<file path="config.mk">
export PLATFORM = sky130hd
export DESIGN_NAME = psp_stage
export DESIGN_NICKNAME = d
export VERILOG_FILES = /design/src/psp_pkg.sv /design/src/psp_evt_if.sv /design/src/psp_compare.sv /design/src/psp_stage.sv /design/src/psp_decide.sv
export SDC_FILE = /design/constraint.sdc
export NUM_CORES = 1
export LEC_CHECK = 0
export BUFFER_PORTS_ARGS = -buffer_cell sky130_fd_sc_hd__buf_2
export CAP_MARGIN = 10
export CORE_UTILIZATION = 61
export CTS_CLUSTER_DIAMETER = 80
export DETAILED_ROUTE_END_ITERATION = 16
export GPL_TIMING_DRIVEN = 0
export PLACE_DENSITY = 0.84
export SYNTH_ARGS = -nofsm -noshare
export SYNTH_HDL_FRONTEND = slang
export SYNTH_HIERARCHICAL = 1
export SYNTH_SLANG_ARGS = --single-unit
</file>
<file path="constraint.sdc">
create_clock -name ref_clk -period 1.83 [get_ports ref_clk]
set_input_delay 0.2745 -clock ref_clk [delete_from_list [all_inputs] [get_ports ref_clk]]
set_output_delay 0.2745 -clock ref_clk [all_outputs]
set_load 0.005 [all_outputs]
</file>
<file path="src/psp_pkg.sv">
// shared constants and types for the protection stage pick-up block
package psp_pkg;
	localparam int           MAG_W           = 16;
	localparam int           RATIO_PCT       = 97;
	localparam logic [2:0]   MODE_RESET      = 3'h0;
	localparam logic [3:0]   OBJ_RESET       = 4'h0;
	localparam logic [3:0]   OBJ_LAST        = 4'h9;
	localparam logic [1:0]   FAULT_W2        = 2'h0;
	localparam int           TICK_HZ_NUM     = 125_000_000;
	localparam int           BLOCK_LEAD_MS   = 5;
	localparam int           BLOCK_LEAD_CYC  = TICK_HZ_NUM / 1000 * BLOCK_LEAD_MS;

	typedef enum logic [2:0]
	{
		MODE_ON,
		MODE_BLOCKED,
		MODE_TEST,
		MODE_TEST_BLOCKED,
		MODE_OFF
	} psp_mode_e;

	typedef enum logic
	{
		ROT_ABC,
		ROT_ACB
	} psp_rot_e;
endpackage : psp_pkg

</file>
<file path="src/psp_evt_if.sv">
// carries stage verdict and event information between the block's modules
`timescale 1ns/1ps
interface psp_evt_if;
	logic                    pickup;
	logic                    started;
	logic                    inhibited;
	logic                    release_pulse;
	logic                    block_event;
	logic [psp_pkg::MAG_W-1:0] event_mag;
	logic                    event_under;

	modport stage
	(
		input  pickup,
		output started,
		output inhibited,
		output release_pulse,
		output block_event,
		output event_mag,
		output event_under
	);
	modport sink
	(
		input  pickup,
		input  started,
		input  inhibited,
		input  release_pulse,
		input  block_event,
		input  event_mag,
		input  event_under
	);
endinterface : psp_evt_if

</file>
<file path="src/psp_compare.sv">
// pick-up comparator with fixed reset-ratio hysteresis
`timescale 1ns/1ps
module psp_compare
(
	input  wire logic                      ref_clk,   // system clock
	input  wire logic                      rst_n,     // synchronised reset
	input  wire logic                      tick,      // program-cycle tick
	input  wire logic                      under,     // 1: under-magnitude stage
	input  wire logic [psp_pkg::MAG_W-1:0] level,     // pick-up level
	input  wire logic [psp_pkg::MAG_W-1:0] mag,       // measured magnitude
	output logic                           pickup     // pick-up element state
);
	function automatic logic [psp_pkg::MAG_W+6:0] scale(input logic [psp_pkg::MAG_W-1:0] v, input int pct);
		scale = (psp_pkg::MAG_W+7)'(v) * (psp_pkg::MAG_W+7)'(pct);
	endfunction : scale

	// compare mag*100 with level*pct to avoid a divider
	wire logic [psp_pkg::MAG_W+6:0] mag_x100  = scale(mag, 100);
	wire logic [psp_pkg::MAG_W+6:0] lvl_x100  = scale(level, 100);
	wire logic [psp_pkg::MAG_W+6:0] lvl_reset = scale(level, psp_pkg::RATIO_PCT);
	// release for under stages sits on the far side of the level: level/0.97
	wire logic [psp_pkg::MAG_W+6:0] mag_x97   = scale(mag, psp_pkg::RATIO_PCT);

	wire logic over_act   = mag_x100 > lvl_x100;
	wire logic over_rel   = mag_x100 < lvl_reset;
	wire logic under_act  = mag_x100 < lvl_x100;
	wire logic under_rel  = mag_x97 > lvl_x100;
	wire logic act        = under ? under_act : over_act;
	wire logic rel        = under ? under_rel : over_rel;

	always_ff @(posedge ref_clk or negedge rst_n)
	begin
		if (!rst_n)
			pickup <= 1'b0;
		else if (tick)
			pickup <= pickup ? !rel : act;
	end
endmodule : psp_compare

</file>
<file path="src/psp_stage.sv">
// protection stage front end: pick-up, blocking, start and general commands
`timescale 1ns/1ps
// Notes on behaviour
// - pick-up level is the maximum or minimum allowed magnitude; act on crossing.
// - ratio of level to measured magnitude decides the pick-up element state.
// - release only when magnitude returns past 97 % of the level, or past level/0.97 for under stages.
// - blocking input is sampled at the start of every program cycle.
// - pick-up while unblocked asserts started and hands on to timing.
// - pick-up while blocked asserts inhibited and pulses the display and block events, nothing further.
// - blocking after start clears started and pulses release handling.
// - blocking raises display and time-stamped events with current and fault type.
// - latch reset clears all latches, command returns to idle by itself.
// - latch-reset logical input acts like the front-panel back key.
// - a logical input clears the last recorded fault register.
// - phase-order input 0 selects A-B-C, 1 selects A-C-B.
// - device mode on, blocked, test, test-blocked, off; default on; gated by permission.
// - push-button LEDs follow one of ten objects, default the first.
// - configured phase rotation sets expected wiring, default A-B-C.
module psp_stage
(
	input  wire logic                      ref_clk,        // 125 MHz clock
	input  wire logic                      reset_n,        // async reset, active low
	input  wire logic                      tick,           // program-cycle tick, same domain
	input  wire logic                      under,          // stage is under-magnitude type
	input  wire logic [psp_pkg::MAG_W-1:0] level,          // pick-up level
	input  wire logic [psp_pkg::MAG_W-1:0] mag,            // measured magnitude
	input  wire logic [1:0]                fault_type,     // fault type from measurement
	input  wire logic                      block_pin,      // blocking matrix input (async)
	input  wire logic                      latch_reset_cmd,// setting command pulse
	input  wire logic                      latch_reset_in, // logical input
	input  wire logic                      back_key,       // front-panel back key (async)
	input  wire logic                      fault_clr_in,   // clear last fault logical input
	input  wire logic                      fault_capture,  // record a fault now
	input  wire logic                      rot_setting,    // configured rotation, 0 abc
	input  wire logic                      rot_logic_en,   // logical input overrides setting
	input  wire logic                      phase_order_select, // 0 abc, 1 acb
	input  wire logic                      mode_allowed,   // device-mode setting permitted
	input  wire logic                      mode_wr,        // write a new mode
	input  wire logic [2:0]                mode_in,        // requested mode
	input  wire logic                      obj_wr,         // write object selection
	input  wire logic [3:0]                obj_in,         // 0 first .. 9 tenth
	input  wire logic [9:0]                obj_closed,     // object closed status
	input  wire logic [9:0]                obj_open,       // object open status
	input  wire logic                      latch_set,      // event to latch in the matrix
	output logic                           started,        // start output
	output logic                           inhibited,      // blocked output
	output logic                           release_pulse,  // run release-time handling
	output logic                           display_event,  // display event pulse
	output logic                           block_event,    // time-stamped block event pulse
	output logic [psp_pkg::MAG_W-1:0]      event_mag,      // current at start
	output logic [1:0]                     event_fault,    // fault type in event
	output logic                           latch_q,        // latched matrix signal
	output logic                           latch_cmd_state,// reset command setting, idle 0
	output logic                           fault_valid,    // last fault register occupied
	output logic [1:0]                     fault_reg,      // last fault type
	output logic                           rot_acb,        // expected rotation a-c-b
	output logic [2:0]                     mode,           // device mode
	output logic                           mode_visible,   // mode setting exposed
	output logic [3:0]                     obj_sel,        // selected object
	output logic                           led_close,      // close button LED
	output logic                           led_open        // open button LED
);
	logic       rst_s1;
	logic       rst_n_s;
	logic       blk_s1;
	logic       blk_s2;
	logic       key_s1;
	logic       key_s2;
	logic       key_d;

	psp_evt_if evt ();

	always_ff @(posedge ref_clk or negedge reset_n)
	begin
		if (!reset_n)
		begin
			rst_s1  <= 1'b0;
			rst_n_s <= 1'b0;
		end
		else
		begin
			rst_s1  <= 1'b1;
			rst_n_s <= rst_s1;
		end
	end

	always_ff @(posedge ref_clk or negedge rst_n_s)
	begin
		if (!rst_n_s)
		begin
			blk_s1 <= 1'b0;
			blk_s2 <= 1'b0;
			key_s1 <= 1'b0;
			key_s2 <= 1'b0;
			key_d  <= 1'b0;
		end
		else
		begin
			blk_s1 <= block_pin;
			blk_s2 <= blk_s1;
			key_s1 <= back_key;
			key_s2 <= key_s1;
			key_d  <= key_s2;
		end
	end

	// device mode blocked states also block the stage
	wire logic mode_blocks = (mode == 3'(psp_pkg::MODE_BLOCKED)) || (mode == 3'(psp_pkg::MODE_TEST_BLOCKED))
	                      || (mode == 3'(psp_pkg::MODE_OFF));
	wire logic blk_now     = blk_s2 || mode_blocks;

	psp_compare u_cmp
	(
		.ref_clk (ref_clk),
		.rst_n   (rst_n_s),
		.tick    (tick),
		.under   (under),
		.level   (level),
		.mag     (mag),
		.pickup  (evt.pickup)
	);

	psp_decide u_dec
	(
		.ref_clk   (ref_clk),
		.rst_n     (rst_n_s),
		.tick      (tick),
		.blk       (blk_now),
		.mag       (mag),
		.under     (under),
		.evt       (evt.stage)
	);

	assign started       = evt.started;
	assign inhibited     = evt.inhibited;
	assign release_pulse = evt.release_pulse;
	assign block_event   = evt.block_event;
	assign display_event = evt.block_event;
	assign event_mag     = evt.event_mag;

	// fault type captured on each tick while the element is picked up and block_event is low
	always_ff @(posedge ref_clk or negedge rst_n_s)
	begin
		if (!rst_n_s)
			event_fault <= psp_pkg::FAULT_W2;
		else if (tick && evt.pickup && !evt.block_event)
			event_fault <= fault_type;
	end

	wire logic key_edge   = key_s2 && !key_d;
	wire logic latch_clr  = latch_reset_cmd || latch_reset_in || key_edge;

	// a set arriving in the clearing cycle wins
	always_ff @(posedge ref_clk or negedge rst_n_s)
	begin
		if (!rst_n_s)
			latch_q <= 1'b0;
		else if (latch_set)
			latch_q <= 1'b1;
		else if (latch_clr)
			latch_q <= 1'b0;
	end

	// command setting shows reset for one cycle then returns to idle
	always_ff @(posedge ref_clk or negedge rst_n_s)
	begin
		if (!rst_n_s)
			latch_cmd_state <= 1'b0;
		else
			latch_cmd_state <= latch_reset_cmd;
	end

	always_ff @(posedge ref_clk or negedge rst_n_s)
	begin
		if (!rst_n_s)
		begin
			fault_valid <= 1'b0;
			fault_reg   <= psp_pkg::FAULT_W2;
		end
		else if (fault_capture)
		begin
			fault_valid <= 1'b1;
			fault_reg   <= fault_type;
		end
		else if (fault_clr_in)
		begin
			fault_valid <= 1'b0;
			fault_reg   <= psp_pkg::FAULT_W2;
		end
	end

	wire logic next_rot = rot_logic_en ? phase_order_select : rot_setting;

	always_ff @(posedge ref_clk or negedge rst_n_s)
	begin
		if (!rst_n_s)
			rot_acb <= 1'b0;
		else
			rot_acb <= next_rot;
	end

	wire logic mode_ok = mode_wr && mode_allowed && (mode_in <= 3'(psp_pkg::MODE_OFF));

	always_ff @(posedge ref_clk or negedge rst_n_s)
	begin
		if (!rst_n_s)
			mode <= psp_pkg::MODE_RESET;
		else if (mode_ok)
			mode <= mode_in;
	end

	assign mode_visible = mode_allowed;

	wire logic obj_ok = obj_wr && (obj_in <= psp_pkg::OBJ_LAST);

	always_ff @(posedge ref_clk or negedge rst_n_s)
	begin
		if (!rst_n_s)
			obj_sel <= psp_pkg::OBJ_RESET;
		else if (obj_ok)
			obj_sel <= obj_in;
	end

	always_ff @(posedge ref_clk or negedge rst_n_s)
	begin
		if (!rst_n_s)
		begin
			led_close <= 1'b0;
			led_open  <= 1'b0;
		end
		else
		begin
			led_close <= obj_closed[obj_sel];
			led_open  <= obj_open[obj_sel];
		end
	end

endmodule : psp_stage

</file>
<file path="src/psp_decide.sv">
// start / blocked decision made once per program cycle
`timescale 1ns/1ps
module psp_decide
(
	input  wire logic                      ref_clk,  // system clock
	input  wire logic                      rst_n,    // synchronised reset
	input  wire logic                      tick,     // program-cycle tick
	input  wire logic                      blk,      // blocking level
	input  wire logic [psp_pkg::MAG_W-1:0] mag,      // measured magnitude
	input  wire logic                      under,    // polarity hint, registered out as event_under
	psp_evt_if.stage                       evt       // verdict outputs
);
	logic started;
	logic inhibited;
	logic rel;
	logic bev;
	logic [psp_pkg::MAG_W-1:0] emag;
	logic under_q;

	// pickup is updated on this same tick, so use last cycle's pickup
	// decisions lag the comparator by one tick; blocking is checked first
	wire logic pk        = evt.pickup;
	wire logic go_start  = tick && pk && !blk && !inhibited;
	wire logic go_block  = tick && pk && blk && !started && !inhibited;
	wire logic kill      = tick && started && blk;

	always_ff @(posedge ref_clk or negedge rst_n)
	begin
		if (!rst_n)
		begin
			started   <= 1'b0;
			inhibited <= 1'b0;
			rel       <= 1'b0;
			bev       <= 1'b0;
			emag      <= '0;
			under_q   <= 1'b0;
		end
		else
		begin
			under_q <= under;
			rel     <= tick && started && (blk || !pk);
			bev     <= go_block || kill;
			if (go_start)
				emag <= mag;
			if (tick)
			begin
				started   <= pk && !blk && (started || !inhibited);
				inhibited <= pk && (inhibited || blk);
			end
		end
	end

	assign evt.started       = started;
	assign evt.inhibited     = inhibited;
	assign evt.release_pulse = rel;
	assign evt.block_event   = bev;
	assign evt.event_mag     = emag;
	assign evt.event_under   = under_q;
endmodule : psp_decide

</file>
# After elaboration in Yosys (flattened, before gate mapping)
# Cells that the tools add are included.
[totals]
wordCells = 86
reg_bits = 45
in_bits = 78
out_inout_bits = 39
[classes]
eq_ne = 3
order_cmp = 7
n_reduce_logical = 35
mux = 14
mul = 4
[ops]
columns = ["op", "n"]
rows = [
  ["greater-than comparator 23 bit", 2],
  ["< comparator 23 bit", 2],
  ["multiplier 16 x 7 -> 23 bit, second input constant", 2],
  ["multiplier 16 x 5 -> 21 bit, second input constant", 2],
  ["logical AND 1 bit", 17],
  ["2-to-1 mux 1 bit", 10],
  ["logical OR 1 bit", 9],
  ["binary-select mux 1 bit (select 4 bit)", 2],
  ["logical NOT 1 bit", 7],
  ["< comparator 4 x 5 -> 1 bit, second input constant", 1],
  ["less-or-equal comparator 4 bit, second input constant", 1],
  ["2-to-1 mux 2 bit", 2],
  ["nonzero test 2 bit", 2],
  ["== test 3 x 1 -> 1 bit, second input constant", 1],
  ["== test 3 x 2 -> 1 bit, second input constant", 1],
  ["== test 3 bit, second input constant", 1],
  ["less-or-equal comparator 3 bit, second input constant", 1],
]

# Logic depth before layout (Yosys ltp)
# Gate-level depths: netlist (run 1).
[logic_depth]
depth_word = 8
mapped_depth = 25
ltp_nobuf = 25

# Cells and area by module
# Netlist (run 1), hierarchy kept.
[by_module_without_submodules]
columns = ["mod", "cells_per_inst", "instances", "area_per_inst_um2", "seq_area_each_um2"]
rows = [
  ["psp_compare", 806, 1, 6876.6, 25.0],
  ["psp_stage", 84, 1, 1031.0, 600.6],
  ["psp_decide", 51, 1, 845.8, 525.5],
]

# Worst setup path before layout (run 1)
# OpenSTA, ideal clock, no wires.
[synth_path]
path_type = "input port to flip-flop"
startpoint = "input port mag[5] (netlist bit)"
endpoint = "register u_cmp.pickup"
path_buffers = 0
setup_ps = 131
required_time_ps = 1699
t_arrival_ps = 4798
path_stages = 22
path_slack_ps = -3099
path_cell_list = "ha_1 -> ha_1 -> ha_1 -> fa_1 -> ha_1 -> or2_2 -> a21oi_1 -> o311ai_1 -> a31o_2 -> a21o_1 -> a21oi_1 -> nor2_1 -> nor2_1 -> xor2_1 -> ha_1 -> nand4_1 -> or2_2 -> a2111oi_2 -> nor2_1 -> o221ai_1 -> a41o_1 -> nand4_1"
[synth_between]
elab_chain_len = 5
word_cells_on_any_way = 10
cone_classes = "2 x mul; 4 x order compare; 3 x mux; 1 x reduce/logical"
[synth_lines]
columns = ["element", "line_no", "source"]
rows = [
  ["start, declared", "psp_stage.sv:26", "input wire logic [psp_pkg::MAG_W-1:0] mag,"],
  ["multiplier 16 x 5 -> 21 bit / multiplier 16 x 7 -> 23 bit (equally long branches)", "psp_compare.sv:14", "scale = (psp_pkg::MAG_W+7)'(v) * (psp_pkg::MAG_W+7)'(pct);"],
  ["< comparator 23 bit / greater-than comparator 23 bit (equally long branches)", "psp_compare.sv:25, psp_compare.sv:27", ""],
  ["2-to-1 mux 1 bit", "psp_compare.sv:29", "wire logic rel = under ? under_rel : over_rel;"],
  ["logical NOT 1 bit", "psp_compare.sv:36", "pickup <= pickup ? !rel : act;"],
  ["2-to-1 mux 1 bit (*)", "psp_compare.sv:36", ""],
  ["end signal, assigned", "psp_compare.sv:36", ""],
  ["end, declared", "psp_compare.sv:11", "output logic pickup"],
]
# Mark *: on every way between the ends. The rest lies on a longest branch, timed or not.
# A chain may end at the register's enable or synchronous reset.

# Worst setup path in the final report (run 1)
[layout_path]
startpoint = "input port mag[9] (netlist bit)"
endpoint = "register u_cmp.pickup"
# Same word-level chain as after synthesis.

==> out/summary.txt, run 1 <==
Die H: 122 µm
max_slew headroom: 58.7%
CP required: 1.96 ns
Crit. End Element: flop
Cells after DPL: 1237
P&R area growth vs syn: 23.4%
largest net degree at the start of global routing: 29
die width: 122 µm
CTS tree: done
failing checks: negative setup slack
worst setup margin: -2.84 ns
Pins Over Slew Limit: 0
Row Count: 43
leading cell type in the layout, fill and taps excluded: ha_1
Buf/Inv on CP: 2
FMAX: 214 MHz
P_leak: 5.47 nW
CP cell instances: clkbuf_4, ha_4, ha_4, ha_4, fa_1, ha_4, a21o_1, a21oi_2, o311ai_4, a31o_2, a21o_1, a21oi_1, nor2_1, nor2_1, xor2_1, ha_1, nand4_1, or2_4, inv_2, o2111a_1, nor2_1, o221ai_1, a41o_1, nand4_1
Diodes inserted: 0
CORE AREA: 0.0139 mm²
overall power: 11.9 mW
Largest stage delay, worst path: 0.45 ns
fin nets: 1440
port buffer count: 116
Placer Congestion: 0.856
crit path time final: 4.67 ns
Post-Route WL: 20500 µm
Fill cells: 910
Setup Viol. Count Final: 1
footprint of the multi-input gates: 0.00783 mm²
first drt pass iteration count: 5
Critical Path Most Common Cell: ha_4
global-route wire length before repair: 33200 µm
most frequent cells in the layout: 182 x ha_1, 145 x inv_1, 106 x buf_2, 48 x ha_4, 44 x dfrtp_1
Initial Utilization: 62.6%
DRC violations left: 0
vias per cell: 5.77
vias in the first global route: 7210
largest delay contributor family on the critical path: adder cells
Worst IR Drop VDD: 617 µV
Syn Nets: 1292
number of antenna-violating nets in the routed design: 0
Setup CP Type: input pin to flop
outcome: finished, violations left
CTS Buf Count: 5
initial DRC count: 333
clock tree sinks: 45
crit path max fanout: 6
Largest register FFs: 16
Final Non-Filler Cells: 1269
mapped cell area: 0.00873 mm²
CP max stage cell: fa_1
total track usage: 27.9%
Pwr Density: 1110 mW/mm²
routed len/inst: 16.2 µm
Clk Latency, worst-skew pair: 0.28 ns
startpoint types: input pin
fraction of layout cells with a size suffix above 1: 26.6%
RSZ-0062 raised after global routing: true
io pins: 117
max cap viols: 0
die area: 0.0148 mm²
Arrival @ worst endpoint: 4.80 ns
endpoints failing hold: 0
HP Class: input pin to flop
htree depth: 2
Detail Placement HPWL: 16400 µm
final worst path period share: 255%
register area: 0.00113 mm²
Root Driver: clkbuf_16
clk_skew: 0.00435 ns
clk slew on worst S/H paths: 0.06 ns
clk buf depth: 2
routed vias: 7319
initial antenna violation count: 0
grt ovf: 0
Avg Cell Area, Syn: 9.29 µm²
synth warn: 6
Post-Syn Instances: 940
Tightest Pin Transition: 0.604 ns
[path summary, 6_finish.rpt]
check,from,endpoint,slack (ns),cells past startpoint
worst min-delay path,back_key,key_s1,0.09,1
worst min register to register,rst_n_s,u_dec/evt.event_mag[6],0.19,0
min in group asynchronous,rst_n_s,u_dec/evt.event_mag[6],0.19,0
max in group asynchronous,rst_n_s,fault_reg[1],1.17,1
worst max-delay path,mag[9],u_cmp/pickup,-2.84,24
worst max register to register,mode[2],u_dec/evt.event_mag[6],0.09,7
[final cells by class]
type / instances / area share (%)
clock buffers: 8 / 1.36
plain buffers: 5 / 0.534
inverters: 150 / 5.23
multi-input cells: 740 / 72.7
repair buffers: 141 / 7.64
well taps: 180 / 2.09
flip-flops and latches: 45 / 10.5
[worst register-to-register path: cells and delay by family (launching register included)]
| family | cells | cell delay, ns |
|---|---|---|
| flops | 1 | 0.37 |
| compound gates | 2 | 0.26 |
| simple gates | 1 | 0.29 |
| mux | 1 | 0.32 |
| buf+inv | 3 | 0.40 |
[metal layers]
layer	vias to the layer above	routed length, µm	global-route usage (%)
met5	-	0	0
met4	0	197	3.40
met3	20	595	2.90
met2	135	10700	51.4
met1	3531	9050	36.0
li1	3633	-	-
[power by group]
group / switching, mW / internal [mW] / leakage (nW) / total [mW]
sequential: 0.205 / 1.28 / 0.540 / 1.49
clock: 0.347 / 0.544 / 0.0712 / 0.891
combinational: 4.95 / 4.59 / 4.85 / 9.54
[metrics by stage]
stage / setup TNS, ns / util [%] / hold WS, ns / instance area, µm² / setup WS (ns)
6_report: -2.84 / 77.3 / 0.0948 / 10800 / -2.84
5_1_grt: -3.00 / 77.3 / 0.0865 / 10800 / -3.00
4_1_cts: -2.84 / 76.1 / 0.0914 / 10600 / -2.84
3_5_place_dp: -3.32 / 72.3 / 0.0618 / 10100 / -3.32
3_3_place_gp: -3.27 / 72.2 / 0.0598 / 10100 / -3.27
2_1_floorplan: -2.61 / - / -0.0211 / 9250 / -2.61
[repair_timing]
item | in CTS | in global routing
hold endpoints to repair | 2 | 0
setup buffers | 17 | 6
hold buffers | 1 | 0
setup endpoints to repair | 1 | 11
resized for setup | 45 | 22
pin swaps | 41 | 21
(Power assumes the default switching activity.)
==> run 2, diff against run 1 <==
Settings changed: CORE_UTILIZATION 61 to 55, PLACE_DENSITY 0.84 to 0.8.
Clock period 1.83 ns to 4 ns, I/O delays scaled along.
==> run 2 against run 1 <==
The run still ends with negative setup slack left. Via count fell by 0.87%. Global-route usage down 1.6 points. Hold slack worse by 0.010 ns. Critical path type unchanged. Critical endpoint unchanged.
==> out/summary.txt, run 2 (synthesis results as in run 1) <==
worst setup margin: -1.01 ns (+1.83 ns)
FMAX: 200 MHz
Arrival @ worst endpoint: 5.14 ns (+0.34 ns)
Crit. End Element: flop
clock tree sinks: 45 (unchanged)
Largest stage delay, worst path: 0.49 ns (+0.04 ns)
setup TNS: -1.01 ns (+1.83 ns)
fin nets: 1437 (-0.21%)
CP required: 4.13 ns (+2.17 ns)
crit path max fanout: 5 (-1)
CORE AREA: 0.0154 mm² (+10%)
reg2reg end: u_dec/evt.event_mag[9]
most frequent cells in the layout: 175 x ha_1, 143 x inv_1, 106 x buf_2, 55 x ha_4, 44 x dfrtp_1
failing checks: negative setup slack
fin util: 71.3% (-6.0 points)
Initial Utilization: 56.8% (-5.9 points)
Largest register FFs: 16 (unchanged)
die width: 128 µm (+5.2%)
Buf/Inv on CP: 4 (+2)
initial antenna violation count: 0 (unchanged)
Hold-fix buffers, CTS: 0 (-1)
Cells after DPL: 1267 (+2.4%)
largest net degree at the start of global routing: 44 (+52%)
Row Count: 45 (+4.7%)
Critical Path Most Common Cell: ha_4
HP Class: input pin to asynchronous set/reset pin
DRC violations left: 0 (unchanged)
first drt pass iteration count: 5 (unchanged)
RSZ-0062 raised after global routing: true
largest delay contributor family on the critical path: adder cells
Worst IR Drop VDD: 282 µV (-54%)
die area: 0.0164 mm² (+11%)
global-route wire length before repair: 34600 µm (+4.4%)
P_leak: 5.48 nW (+0.24%)
Pwr Density: 510 mW/mm² (-54%)
clk buf depth: 2 (unchanged)
Tightest Pin Transition: 0.919 ns (+0.314 ns)
vias in the first global route: 7561 (+4.9%)
vias per cell: 5.60 (-2.9%)
CP Launch Point: mag[4]
io pins: 117 (unchanged)
Setup CP Type: input pin to flop
crit path time final: 5.01 ns
total track usage: 26.4% (-1.6 points)
overall power: 5.59 mW (-53%)
Clk Latency, worst-skew pair: 0.29 ns (about the same)
Worst path depth: 26 (+8.3%)
initial DRC count: 294 (-12%)
routed len/inst: 16.2 µm (-0.11%)
grt ovf: 0 (unchanged)
FF-to-FF path depth: 5 (-2)
endpoints failing hold: 0 (unchanged)
Die H: 128 µm (+5.2%)
max cap viols: 0 (unchanged)
htree depth: 2 (unchanged)
Root Driver: clkbuf_16
startpoint types: input pin
Detail Placement HPWL: 16600 µm (+1.1%)
P&R area growth vs syn: 25.6%
RR Startpoint: mode[0]
Pins Over Slew Limit: 0 (unchanged)
max_slew headroom: 38.8% (-20 points)
Post-Route WL: 21000 µm (+2.0%)
number of antenna-violating nets in the routed design: 0 (unchanged)
R2R setup slack: 2.15 ns (+2.06 ns)
Final Non-Filler Cells: 1296 (+2.1%)
leading cell type in the layout, fill and taps excluded: ha_1
final worst path period share: 125%
CTS tree: done
cell area after layout: 0.0110 mm² (+1.8%)
port buffer count: 116 (unchanged)
fraction of layout cells with a size suffix above 1: 27.9% (+1.3 points)
routed vias: 7255 (-0.87%)
Post-DP Area: 0.0101 mm² (+0.19%)
Setup Viol. Count Final: 1 (unchanged)
CTS Buf Count: 5 (unchanged)
CP max stage cell: fa_1
Worst Setup EP: u_cmp/pickup
clk_skew: 0.00487 ns (+0.000518 ns)
clk slew on worst S/H paths: 0.06 ns (about the same)
Diodes inserted: 0 (unchanged)
Placer Congestion: 0.833 (-2.7%)
outcome: finished, violations left
-- run 2: worst min path at each step --
stage                       start      end  slack [ns]
after floorplan           reset_n  rst_n_s        0.30
after global placement     key_s1   key_s2        0.33
after detailed placement   key_s1   key_s2        0.34
after CTS                 reset_n  rst_n_s        0.08
after global routing      reset_n   rst_s1        0.08
final                     reset_n  rst_n_s        0.08
-- run 2: metal layers --
metal / vias up / global-route usage (%) / routed length [µm]
met5: - / 0 / 0
met1: 3462 / 32.4 / 9070
met4: 0 / 4.98 / 262
met2: 141 / 49.5 / 11000
li1: 3626 / - / -
met3: 26 / 3.09 / 641
-- run 2: per-stage QoR --
| stage | hold WS (ns) | setup WS, ns |
|---|---|---|
| floorplan | 0.304 | -0.766 |
| global placement | 0.333 | -1.45 |
| detailed placement | 0.336 | -1.51 |
| CTS | 0.0808 | -0.987 |
| global route | 0.0761 | -1.16 |
| finish | 0.0848 | -1.01 |
-- run 2: power breakdown --
part	total, mW	switching (mW)	internal (mW)
Combinational	4.45	2.31	2.15
Clock	0.454	0.164	0.290
Sequential	0.681	0.0951	0.586
-- run 2: worst register-to-register path: stages (launching register included) --
cell	delay, ns
dfrtp_1	0.41
o31ai_1	0.44
and4bb_1	0.28
buf_6	0.14
buf_12	0.15
mux2_4	0.30
-- run 2: area by class of cell --
cell class / count / area (µm²)
inverters: 150 / 563
well taps: 211 / 264
clock buffers: 5 / 125
fillers: 1099 / 4410
multi-input cells: 740 / 7990
plain buffers: 5 / 57.6
flip-flops and latches: 45 / 1130
repair buffers: 138 / 800
clock inverters: 2 / 35.0
-- run 2: repair_timing --
| item | in CTS | in global routing |
|---|---|---|
| gates resized for setup | 52 | 38 |
| buffers inserted | 14 | 8 |
| setup endpoints to repair | 1 | 1 |
| pin swaps | 42 | 40 |
